## src/verilog/gwt_pkg.sv

```systemverilog
// Package for the general purpose and wake-up timer block.
// Assumes a single 100 MHz clock; carrier and RC ticks arrive as enables.
`default_nettype none
package gwt_pkg;

  // ****************************************
  // Trigger selection for the general purpose timer
  // ****************************************
  localparam logic GEN_TRIG_RX_START = 1'b0;
  localparam logic GEN_TRIG_RX_END   = 1'b1;

  // ****************************************
  // Widths and reset values
  // ****************************************
  localparam int          GEN_CNT_W     = 16;
  localparam int          WAKE_CNT_W    = 16;
  localparam logic [15:0] CNT_RST       = 16'h0000;

  // ****************************************
  // Operating modes seen by the timers
  // ****************************************
  typedef enum logic [1:0] {
    GWT_MODE_READY,
    GWT_MODE_PWRDN,
    GWT_MODE_WAKEUP,
    GWT_MODE_LPBR
  } gwt_mode_t;

  typedef enum {
    GWT_IDLE,
    GWT_RUN
  } gwt_state_t;

endpackage

`default_nettype wire

```

## src/verilog/gwt_timers.sv

```systemverilog
// General purpose timer and wake-up timer.
// Assumes carrierTick (crystal-derived) and rcTick (RC oscillator) are
// one-cycle enables in the clk domain, and commands are one-cycle pulses.
`timescale 1ns/1ns
`default_nettype none

module gwt_timers #(
  parameter int GEN_W  = gwt_pkg::GEN_CNT_W,
  parameter int WAKE_W = gwt_pkg::WAKE_CNT_W
) (
  input  wire logic                clk,
  input  wire logic                rst_n,
  input  wire gwt_pkg::gwt_mode_t  opMode,
  input  wire logic                carrierTick,
  input  wire logic                rcTick,
  input  wire logic                genTrigSel,
  input  wire logic [GEN_W-1:0]    genTimeout,
  input  wire logic [WAKE_W-1:0]   wakeTimeout,
  input  wire logic                rxSofSeen,
  input  wire logic                rxEofSeen,
  input  wire logic                cmdStartGen,
  input  wire logic                cmdStartWake,
  input  wire logic                cmdStopAll,
  input  wire logic                peerFieldDetected,
  input  wire logic                wakeFlagClear,
  output logic                     genRunning,
  output logic                     genExpired,
  output logic                     wakeRunning,
  output logic                     rcOscEnable,
  output logic                     tempEnable,
  output logic                     wake_timer_expired_flag,
  output logic                     irqReq
);

  // Narrower counters cannot hold a useful timeout; wider ones slow the compare
  if (GEN_W < 2 || GEN_W > 32 || WAKE_W < 2 || WAKE_W > 32) begin : g_bad_width
    $error("Timer widths must lie between 2 and 32");
  end

  // ****************************************
  // General purpose timer
  // ****************************************
  logic             genRun_ff;
  logic [GEN_W-1:0] genCnt_ff;
  logic             genExp_ff;
  logic             genTrig;
  logic             genTick;
  logic             xtalOn;

  // Crystal is stopped in power-down, so its ticks are ignored there
  assign xtalOn  = (opMode != gwt_pkg::GWT_MODE_PWRDN);
  assign genTick = carrierTick && xtalOn;
  assign genTrig = (genTrigSel == gwt_pkg::GEN_TRIG_RX_START) ? rxSofSeen
                                                              : rxEofSeen;

  always_ff @(posedge clk or negedge rst_n) begin
    if (!rst_n) begin
      genRun_ff <= 1'b0;
      genCnt_ff <= GEN_W'(gwt_pkg::CNT_RST);
      genExp_ff <= 1'b0;
    end else begin
      genExp_ff <= 1'b0;
      if (cmdStopAll) begin
        genRun_ff <= 1'b0;
        genCnt_ff <= '0;
      end else if ((cmdStartGen || genTrig) && xtalOn) begin
        genRun_ff <= 1'b1;
        genCnt_ff <= '0;
      end else if (genRun_ff && genTick) begin
        if (genCnt_ff + GEN_W'(1) >= genTimeout) begin
          genRun_ff <= 1'b0;
          genCnt_ff <= '0;
          genExp_ff <= 1'b1;
        end else begin
          genCnt_ff <= genCnt_ff + GEN_W'(1);
        end
      end
    end
  end

  assign genRunning = genRun_ff;
  assign genExpired = genExp_ff;

  // ****************************************
  // Wake-up timer
  // ****************************************
  gwt_pkg::gwt_state_t wakeState_ff;
  logic [WAKE_W-1:0]   wakeCnt_ff;
  logic                wakeHit;
  logic                wakeStartOk;
  logic                tempEn_ff;
  logic                flag_ff;

  assign wakeStartOk = cmdStartWake && (opMode != gwt_pkg::GWT_MODE_WAKEUP);
  assign wakeHit     = (wakeState_ff == gwt_pkg::GWT_RUN) && rcTick
                       && (wakeCnt_ff + WAKE_W'(1) >= wakeTimeout);

  // A start while running is ignored: only the general purpose timer restarts
  always_ff @(posedge clk or negedge rst_n) begin
    if (!rst_n) begin
      wakeState_ff <= gwt_pkg::GWT_IDLE;
      wakeCnt_ff   <= WAKE_W'(gwt_pkg::CNT_RST);
    end else begin
      case (wakeState_ff)
        gwt_pkg::GWT_IDLE: begin
          wakeCnt_ff <= '0;
          if (!cmdStopAll && (wakeStartOk ||
              (opMode == gwt_pkg::GWT_MODE_LPBR && peerFieldDetected && !tempEn_ff))) begin
            wakeState_ff <= gwt_pkg::GWT_RUN;
          end
        end
        gwt_pkg::GWT_RUN: begin
          if (cmdStopAll || wakeHit) begin
            wakeState_ff <= gwt_pkg::GWT_IDLE;
            wakeCnt_ff   <= '0;
          end else if (rcTick) begin
            wakeCnt_ff <= wakeCnt_ff + WAKE_W'(1);
          end
        end
        default: begin
          wakeState_ff <= gwt_pkg::GWT_IDLE;
        end
      endcase
    end
  end

  // Temporary enable in bit-rate detection lasts until the wake-up timeout
  always_ff @(posedge clk or negedge rst_n) begin
    if (!rst_n) begin
      tempEn_ff <= 1'b0;
    end else if (opMode != gwt_pkg::GWT_MODE_LPBR || cmdStopAll || wakeHit) begin
      tempEn_ff <= 1'b0;
    end else if (peerFieldDetected && wakeState_ff == gwt_pkg::GWT_IDLE) begin
      tempEn_ff <= 1'b1;
    end
  end

  // Set wins over a clear arriving in the same cycle
  always_ff @(posedge clk or negedge rst_n) begin
    if (!rst_n) begin
      flag_ff <= 1'b0;
    end else if (wakeHit) begin
      flag_ff <= 1'b1;
    end else if (wakeFlagClear) begin
      flag_ff <= 1'b0;
    end
  end

  assign wakeRunning             = (wakeState_ff == gwt_pkg::GWT_RUN);
  assign rcOscEnable             = (wakeState_ff == gwt_pkg::GWT_RUN);
  assign tempEnable              = tempEn_ff;
  assign wake_timer_expired_flag = flag_ff;
  assign irqReq                  = flag_ff;

  // ****************************************
  // Assertions
  // ****************************************
  property p_gen_trig_start;
    @(posedge clk) disable iff (!rst_n)
      (genTrig && xtalOn && !cmdStopAll) |=> (genRunning && genCnt_ff == '0);
  endproperty
  a_gen_trig_start: assert property (p_gen_trig_start) else $error("Timer not started by trigger");

  property p_gen_restart;
    @(posedge clk) disable iff (!rst_n)
      (cmdStartGen && genRunning && xtalOn && !cmdStopAll) |=> (genCnt_ff == '0 && genRunning);
  endproperty
  a_gen_restart: assert property (p_gen_restart) else $error("Timer not restarted");

  property p_wake_refuse;
    @(posedge clk) disable iff (!rst_n)
      (cmdStartWake && opMode == gwt_pkg::GWT_MODE_WAKEUP && !wakeRunning) |=> !wakeRunning;
  endproperty
  a_wake_refuse: assert property (p_wake_refuse) else $error("Wake start taken in wake-up mode");

  property p_wake_start;
    @(posedge clk) disable iff (!rst_n)
      (wakeStartOk && !wakeRunning && !cmdStopAll) |=> rcOscEnable;
  endproperty
  a_wake_start: assert property (p_wake_start) else $error("RC oscillator not enabled");

  property p_wake_flag;
    @(posedge clk) disable iff (!rst_n)
      wakeHit |=> (wake_timer_expired_flag && irqReq && !wakeRunning);
  endproperty
  a_wake_flag: assert property (p_wake_flag) else $error("Wake expiry not flagged");

  // Stop-all still clears the count in power-down
  property p_pd_gen;
    @(posedge clk) disable iff (!rst_n)
      (opMode == gwt_pkg::GWT_MODE_PWRDN && genRunning && !cmdStopAll) |=> $stable(genCnt_ff);
  endproperty
  a_pd_gen: assert property (p_pd_gen) else $error("Timer counted in power-down");

  property p_lpbr_end;
    @(posedge clk) disable iff (!rst_n)
      (tempEnable && wakeHit) |=> !tempEnable;
  endproperty
  a_lpbr_end: assert property (p_lpbr_end) else $error("Temp enable outlived wake timer");

  property p_stop_all;
    @(posedge clk) disable iff (!rst_n)
      cmdStopAll |=> (!genRunning && !wakeRunning);
  endproperty
  a_stop_all: assert property (p_stop_all) else $error("Stop-all left a timer running");

  property p_one_shot;
    @(posedge clk) disable iff (!rst_n)
      (genExpired && !$past(cmdStartGen) && !$past(genTrig)) |-> !genRunning;
  endproperty
  a_one_shot: assert property (p_one_shot) else $error("Timer kept running after timeout");

  c_gen_expire:  cover property (@(posedge clk) disable iff (!rst_n) genExpired);
  c_wake_expire: cover property (@(posedge clk) disable iff (!rst_n) wakeHit);
  c_gen_restart: cover property (@(posedge clk) disable iff (!rst_n) cmdStartGen && genRunning);
  c_lpbr:        cover property (@(posedge clk) disable iff (!rst_n) tempEnable && wakeHit);

endmodule // gwt_timers

`default_nettype wire

```

## config.mk

```make
export PLATFORM = sky130hd
export DESIGN_NAME = gwt_timers
export DESIGN_NICKNAME = d
export VERILOG_FILES = /design/src/verilog/gwt_pkg.sv /design/src/verilog/gwt_timers.sv
export SDC_FILE = /design/constraint.sdc
export NUM_CORES = 1
export LEC_CHECK = 0
export BUFFER_PORTS_ARGS = -buffer_cell sky130_fd_sc_hd__buf_2
export CAP_MARGIN = 20
export CORE_MARGIN = 10
export CORE_UTILIZATION = 62
export DETAILED_ROUTE_END_ITERATION = 7
export PLACE_DENSITY = 0.87
export SETUP_SLACK_MARGIN = 0.5
export SLEW_MARGIN = 25
export SYNTH_ARGS = -nofsm -noshare
export SYNTH_HDL_FRONTEND = slang
export SYNTH_SLANG_ARGS = --single-unit
```

## constraint.sdc

```tcl
create_clock -name clk -period 7.2 [get_ports clk]
set_clock_uncertainty 0.05 [all_clocks]
set_input_delay 1.08 -clock clk [delete_from_list [all_inputs] [get_ports clk]]
set_output_delay 1.08 -clock clk [all_outputs]
set_load 0.05 [all_outputs]
```

# == Word level (Yosys, flattened, before mapping) ==
# Index checks and enable logic that the tools add are counted.
# op_classes
eq_ne,9
magnitude_cmp,2
add_sub_neg,2
mux,23
n_reduce_logical,27
# ops
op,n
two-way mux 16 bit,6
zero test 32 bit,2
two-way mux 32 bit,2
one-hot mux 32 bit (2 select lines),1
"adder 16 x 1 -> 16 bit, second input constant",2
"== test 32 x 1 -> 1 bit, second input constant",1
"== test 32 x 2 -> 1 bit, second input constant",1
>= comparator 16 bit,2
one-hot mux 16 bit (2 select lines),1
two-way mux 1 bit,13
logical AND 1 bit,10
"!= test 2 bit, second input constant",4
AND reduction 2 bit,3
nonzero test 2 bit,3
nonzero test 3 bit,2
logical OR 1 bit,5
"!= test 3 bit, second input constant",1
"== test 2 bit, second input constant",1
zero test 1 bit,2
"!= test 2 x 1 -> 1 bit, second input constant",1
# totals
regBits,68
elab_cells,70
output_inout_bits,7
inputBits,46

# == Longest topological paths before layout ==
# Gate-level depths: netlist (run 1).
# depth
word_depth,7
depth_mapped,15
depth_no_buf,13

# == Worst setup path after synthesis (run 1) ==
# OpenSTA, ideal clock, no wires.
# synth_timing
path_kind,reg-to-reg
start,register wakeCnt_ff[0]
end,register wakeCnt_ff[12]
stages_incl_launch_ff,13
arrival_time_ns,2.894
path_slack_ns,4.135
required_time_ns,7.029
setup_ns,0.121
path_buffers,1
period_less_slack_ns,3.065
path_cell_list,dfrtp_1 ha_1 nand4_1 nor3_2 nand3_1 xnor2_1 ha_1 nand2_1 or4_4 o211ai_4 buf_6 nor2_1 o22a_1
# synth_between
elab_chain_len,6
word_cells_on_any_way,9
cone_classes,add/sub (1); order compare (1); eq/ne (1); mux (3); reduce/logical (3)
# synth_lines
element,line,text
from (decl),gwt_timers.sv:88,logic [WAKE_W-1:0] wakeCnt_ff;
from (signal assigned),gwt_timers.sv:102,wakeCnt_ff <= WAKE_W'(gwt_pkg::CNT_RST);
from (signal assigned),gwt_timers.sv:117,wakeCnt_ff <= wakeCnt_ff + WAKE_W'(1);
adder 16 x 1 -> 16 bit *,"gwt_timers.sv:96, gwt_timers.sv:117",
>= comparator 16 bit,gwt_timers.sv:96,&& (wakeCnt_ff + WAKE_W'(1) >= wakeTimeout);
logical AND 1 bit,gwt_timers.sv:96,
logical OR 1 bit,gwt_timers.sv:113,if (cmdStopAll || wakeHit) begin
two-way mux 16 bit or != test 3 bit (tied branches),-,
one-hot mux 16 bit (2 select lines) or AND reduction 2 bit (tied branches),-,
# Every way passes the cells marked *; elsewhere a longest branch is shown, timed or not. The select of a mux whose other input is x is not followed.
# A chain may end at the register's enable or synchronous reset.

# == Worst setup path after layout (run 1) ==
# layout_timing
start,register wakeCnt_ff[0]
end,register wakeCnt_ff[15]
# The elaborated chain is that of the path after synthesis.

==> metrics.txt, run 1 <==
Net count, final 489; drt pass-1 iters 4; drt via density 5.608; synthesis-stage register bit count 37; I/O pin cnt 53; layout cells sized above 1 19.76%; Critical Path Fanout Max 24; row count 25; Max H-tree Level 2; critical path's top delay family simple AND/OR/NAND/NOR gates; Worst Max-Slew Pin Slew around 0.84 ns; CTS Sinks 37; final setup vio count 0; Critical Path RT 7.33 ns; vias in the first global route around 2,800; Residual DRC 0; ANT cells 0; vias between 2,000 and 3,000; final worst path period share 52.66%; Starting Density 64.91%; postcts setup bufs 0; WS Path Type flop to flop; CP endpoint kind flop; CP Launch Type flop; Final min period 3.791 ns; RSZ-0062 raised after global routing no; Mapped Area 0.003127 sq mm; WL/cell 14.73 um; leakage power 1.967 nW; pin count of the biggest net entering global routing 38; Peak Freq 263.8 MHz; slowest stage cell, crit path o211ai_4; dpl hpwl 5516 um; WP data arrival 3.92 ns; Max IR drop VDD 156.5 uV; CTS clock-pin slew for the worst setup and hold paths ~0.080 ns; CTS Buffer Depth 2; clk root buf clkbuf_8; MaxCap Viol Count 0; most frequent cells in the layout buf_2 (52), nand2_1 (39), inv_1 (37), dfrtp_1 (37), ha_1 (34); Total GRT Usage 16.58%; most common cell after layout, fill and taps aside buf_2; first-pass GRT wire length 11,860 um; Syn. warnings 0; hold_buf cts 0; 1st-iter DRT viols 144; Slew HR between 40% and 50%; Final Hold Fails 0; CP bufs+invs 0; register area share after synthesis 29.61%; P&R area growth vs syn 12.48%; fill count 397; gpl congestion 0.8769; CP peak stage delay 0.58 ns; Hold Path Class flop to flop; core area between 0.004 and 0.005 sq mm; initial antenna violation count 0; top_reg_cell synth dfrtp_1; fin. max-slew vios 0; antenna-violating nets left 0; Die Y 91.02 um; detailed-route wire length 7026 um; asr flop ratio synth 100.0%; Syn Area/Cell 8.685 sq um; Die X 91.02 um; Pwr Density 131.9 mW/mm^2; Port Buffers 52; run status completed; CTS tree built; EDFF count, synth 0; Worst-Skew Late Latency approximately 0.3 ns; Post-CTS Resized 0; Post-Syn Instances 360; total chip power 0.0004638 W; total negative setup slack 0 ns; cell mode on critical path ha_1; Critical Path, Cell by Cell ha_1 > nand4_1 > nor3_2 > nand3_1 > xnor2_1 > ha_1 > nand2_1 > or4_4 > o211ai_4 > and2b_2 > o22a_1; grt ovf 0; Netlist cell types between 50 and 60; die area 0.008284 sq mm; synthesized net count 440; total CTS buffers 5
state kept, by name (all words and copies together), names as in the netlist:
| name | count |
|---|---|
| genExpired | 1 |
| genCnt_ff | 16 |
| wakeState_ff | 1 |
| wakeCnt_ff | 16 |
| genRunning | 1 |
| irqReq | 1 |
| tempEnable | 1 |
synth_stat cells (all sizes together), types with 12 or more instances:
| master | n | area, sq um |
|---|---|---|
| a21oi | 13 | 76.33 |
| xnor2 | 13 | 113.9 |
| dfrtp | 37 | 925.9 |
| xor2 | 13 | 113.9 |
| nand2b | 14 | 97.59 |
| nand2 | 39 | 146.4 |
| ha | 34 | 425.4 |
| and3 | 12 | 75.07 |
| inv | 37 | 138.9 |
| nand3 | 17 | 85.08 |
| o21ai | 21 | 105.1 |
| nor2 | 23 | 93.84 |
metrics by stage:
step           instances  utilization (%)  area, sq um  setup slack, ns  hold WS, ns
6_report             477            73.01         3517            3.409       0.4713
5_1_grt              477            73.01         3517            3.066       0.5032
4_1_cts              477            72.91         3512            3.440       0.4723
3_5_place_dp         469            70.49         3396            3.486       0.4386
3_3_place_gp         469            70.49         3396            3.644       0.4387
2_1_floorplan        360                -         3127            4.135       0.4484
worst paths after layout:
| path | start | to | slack, ns | cells past startpoint |
|---|---|---|---|---|
| setup / recovery | wakeCnt_ff[0] | wakeCnt_ff[15] | 3.41 | 11 |
| hold / removal | irqReq | irqReq | 0.47 | 1 |
| setup reg to reg | wakeCnt_ff[0] | wakeCnt_ff[15] | 3.41 | 11 |
| hold reg to reg | irqReq | irqReq | 0.47 | 1 |
| max in group asynchronous | rst_n | wakeCnt_ff[10] | 5.75 | 1 |
| min in group asynchronous | rst_n | wakeCnt_ff[1] | 0.83 | 1 |
worst register-to-register path: cells and delay by family, from the launching register on:
kind                     cells  cell delay (ns)
AO/OA/AOI/OAI                2             0.73
XOR/XNOR                     1             0.17
adder cells (fa/ha/maj)      2             0.55
flip-flops                   1             0.45
AND/OR/NAND/NOR              6             1.73
logic make-up (layout without fill, tap and decap cells):
logic type	count (synthesis)	after routing	synth area share [%]
fa+ha+maj	34	34	13.61
simple gates	142	142	25.41
mux	1	1	0.3601
compound gates	73	73	16.89
xor+xnor	26	26	7.283
flops	37	37	29.61
buf+inv	47	97	6.842
where the power goes:
part / internal, W / switching (W) / total, W
clock network: 0.000113 / 0.0000779 / 0.000191
registers: 0.000209 / 0.00000174 / 0.000211
logic: 0.0000238 / 0.0000381 / 0.0000620
total: 0.000346 / 0.000118 / 0.000464
layout make-up:
class	instances	area (sq um)	area share, %
Clock inverter	1	30.03	0.8538
Sequential cell	37	925.9	26.33
Inverter	37	138.9	3.949
Multi-Input combinational cell	276	1992	56.63
Tap cell	67	83.83	2.383
Timing Repair Buffer	52	260.3	7.400
Clock buffer	7	86.33	2.455
layer usage:
layer	track usage (%)	part of all wire (%)
met5	0	0
met1	20.59	47
met4	4.569	1.1
met2	27.86	48
met3	4.115	4.6
Power figures use the tool's default switching activity.
==> run 2: changes to the inputs <==
Settings changed: CORE_UTILIZATION 62 to 57, PLACE_DENSITY 0.87 to 0.81.
Clock period 7.2 ns to 3.6 ns, I/O delays scaled along.
==> run 2 against run 1 <==
  * Sequential power rose by 100%
  * Worst hold slack got worse by 0.18 ns
  * Combinational power rose by 150%
  * Worst setup slack got worse by 3.0 ns
  * Global-route usage rose by 1.1 points
  * Critical path depth rose by 3
  * Core utilization rose by 5.9 points
  * Via count rose by 15%
  * Count of clock-buffer cells in the layout did not move
  * Routed wire length rose by 29%
  * First-iteration DRC count rose by 57%
==> metrics.txt, run 2 (same netlist as run 1, synthesis figures left out) <==
run status completed; WP data arrival 3.34 ns; vias in the first global route 2,962; Psw 0.0002386 W; crit path capture wakeCnt_ff[10]; Net count, final 532; Die X approximately 94 um; final worst path period share 88.89%; CTS clock-pin slew for the worst setup and hold paths around 0.080 ns; detailed-route wire length 9038 um; vias 3,081; Final min period 3.200 ns; antenna-violating nets left 0; most frequent cells in the layout buf_2 (52), inv_1 (37), nand2_1 (37); CTS Buffer Depth 2; 1st-iter DRT viols about 230; Port Buffers 52; drt pass-1 iters 5; Final Hold Fails 0; Slew HR 45.30%; biggest regs genCnt_ff: 16 flops, wakeCnt_ff: 16 flops; initial antenna violation count 0; total negative setup slack 0 ns; reg-to-reg slack, setup 0.40 ns; hold_buf cts 0; MaxCap Viol Count 0; CTS Sinks 37; Max H-tree Level 2; Worst-Skew Late Latency 0.29 ns; P&R area growth vs syn 31.37%; Sequential Power Share 49.0%; placed cells 476; row count 26; CP endpoint kind flop; Worst Max-Slew Pin Slew 0.8182 ns; WL/cell 17.28 um; RR Startpoint wakeCnt_ff[1]; clk root buf clkbuf_8; Critical Path Fanout Max 7; Total GRT Usage between 10% and 20%; WS Path Type flop to flop; final core utilization 78.92%; die area 0.008848 sq mm; grt ovf 0; Critical Path RT 3.74 ns; RSZ-0062 raised after global routing yes; CP Launch Type flop; Starting Density 60.07%; non-filler cells, final ~520; core area about 0.0052 sq mm; R2R Path End wakeCnt_ff[10]; crit path launch wakeCnt_ff[1]; Switching Share approximately 28%; Die Y 94.07 um; Internal 0.0006218 W; cell count of the worst reg-to-reg path 14; leakage power 2.243 nW; layout cells sized above 1 between 30 and 40%; pin count of the biggest net entering global routing 38; Pwr Density 209.5 mW/mm^2; Comb pwr share about 18%; Max IR drop VDD 263.4 uV; fin. max-slew vios 0; total CTS buffers 5; clock power share 33.1%; CTS tree built; Peak Freq ~310 MHz; I/O pin cnt 53; most common cell after layout, fill and taps aside buf_2; final setup vio count 0; drt via density 5.891; Hold Path Class primary input to asynchronous set/reset pin; ANT cells 0; first-pass GRT wire length 13,030 um; Residual DRC 0; dpl hpwl between 5000 and 6000 um; gpl congestion 0.8445
## run 2: cell types whose count changed in the layout (fill, tap and decap cells not counted), sizes merged
cell / change
clkbuf: +1
bufbuf: +1
clkinvlp: +1
bufinv: -1
buf: +41
## run 2: power by group through the flow
stage | Combinational (W) | Sequential (W) | Clock (W)
floorplan | 0.0000703 | 0.000437 | 0
global placement | 0.000122 | 0.000430 | 0
detailed placement | 0.000126 | 0.000430 | 0
CTS | 0.000138 | 0.000422 | 0.000283
global route | 0.000170 | 0.000422 | 0.000300
finish | 0.000154 | 0.000422 | 0.000285
## run 2: what timing repair did
item / in CTS / in global routing
endpoints found under the setup margin: 36 / 37
cloned: 1 / 1
gates resized for setup: 13 / 45
pin swaps: 9 / 23
buffers inserted: 18 / 19
## run 2: how the worst min path moves through the flow
stage | slack, ns | from | endpoint
final | 0.29 | rst_n | wakeCnt_ff[15]
after global routing | 0.35 | rst_n | wakeCnt_ff[15]
after CTS | 0.31 | rst_n | wakeCnt_ff[15]
after detailed placement | 0.43 | irqReq | irqReq
after global placement | 0.43 | irqReq | irqReq
after floorplan | 0.19 | rst_n | genCnt_ff[0]
## run 2: layout make-up
class | instances | area (sq um)
inverter | 37 | 138.9
multi-input combinational | 276 | 2196
tap | 70 | 87.58
sequential | 37 | 932.1
clock inverter | 1 | 7.507
clock buffer | 7 | 76.32
fill | 313 | 1097
timing repair buffer | 95 | 669.4
## run 2: per-layer routing
layer,wire (um),track usage [%],up-vias
li1,-,-,1439
met1,3827,21.44,1472
met2,4345,29.32,141
met3,599,4.556,29
met4,265,6.456,0
met5,0,0,-
## run 2: critical path, cell delays in order (launching register included)
cell and delay (ns):
dfrtp_1 0.37, buf_6 0.12, ha_4 0.14, nand4_1 0.20
nor3_4 0.26, nand3_2 0.15, xnor2_2 0.16, ha_1 0.29
nand2_2 0.05, or4_4 0.54, o211ai_4 0.22, buf_12 0.15
buf_12 0.11, o21ai_1 0.07, a21o_1 0.20
## run 2: through the flow
stage	power [W]	area [sq um]	setup slack, ns	hold slack (ns)
3_5_place_dp	0.0005554	3442	0.2364	0.4347
5_1_grt	0.0008925	4108	0.2294	0.3479
3_3_place_gp	0.0005513	3442	0.3128	0.4325
2_1_floorplan	0.0005072	3127	0.5345	0.1944
4_1_cts	0.0008429	3759	0.5004	0.3121
6_report	0.0008605	4108	0.3999	0.2878
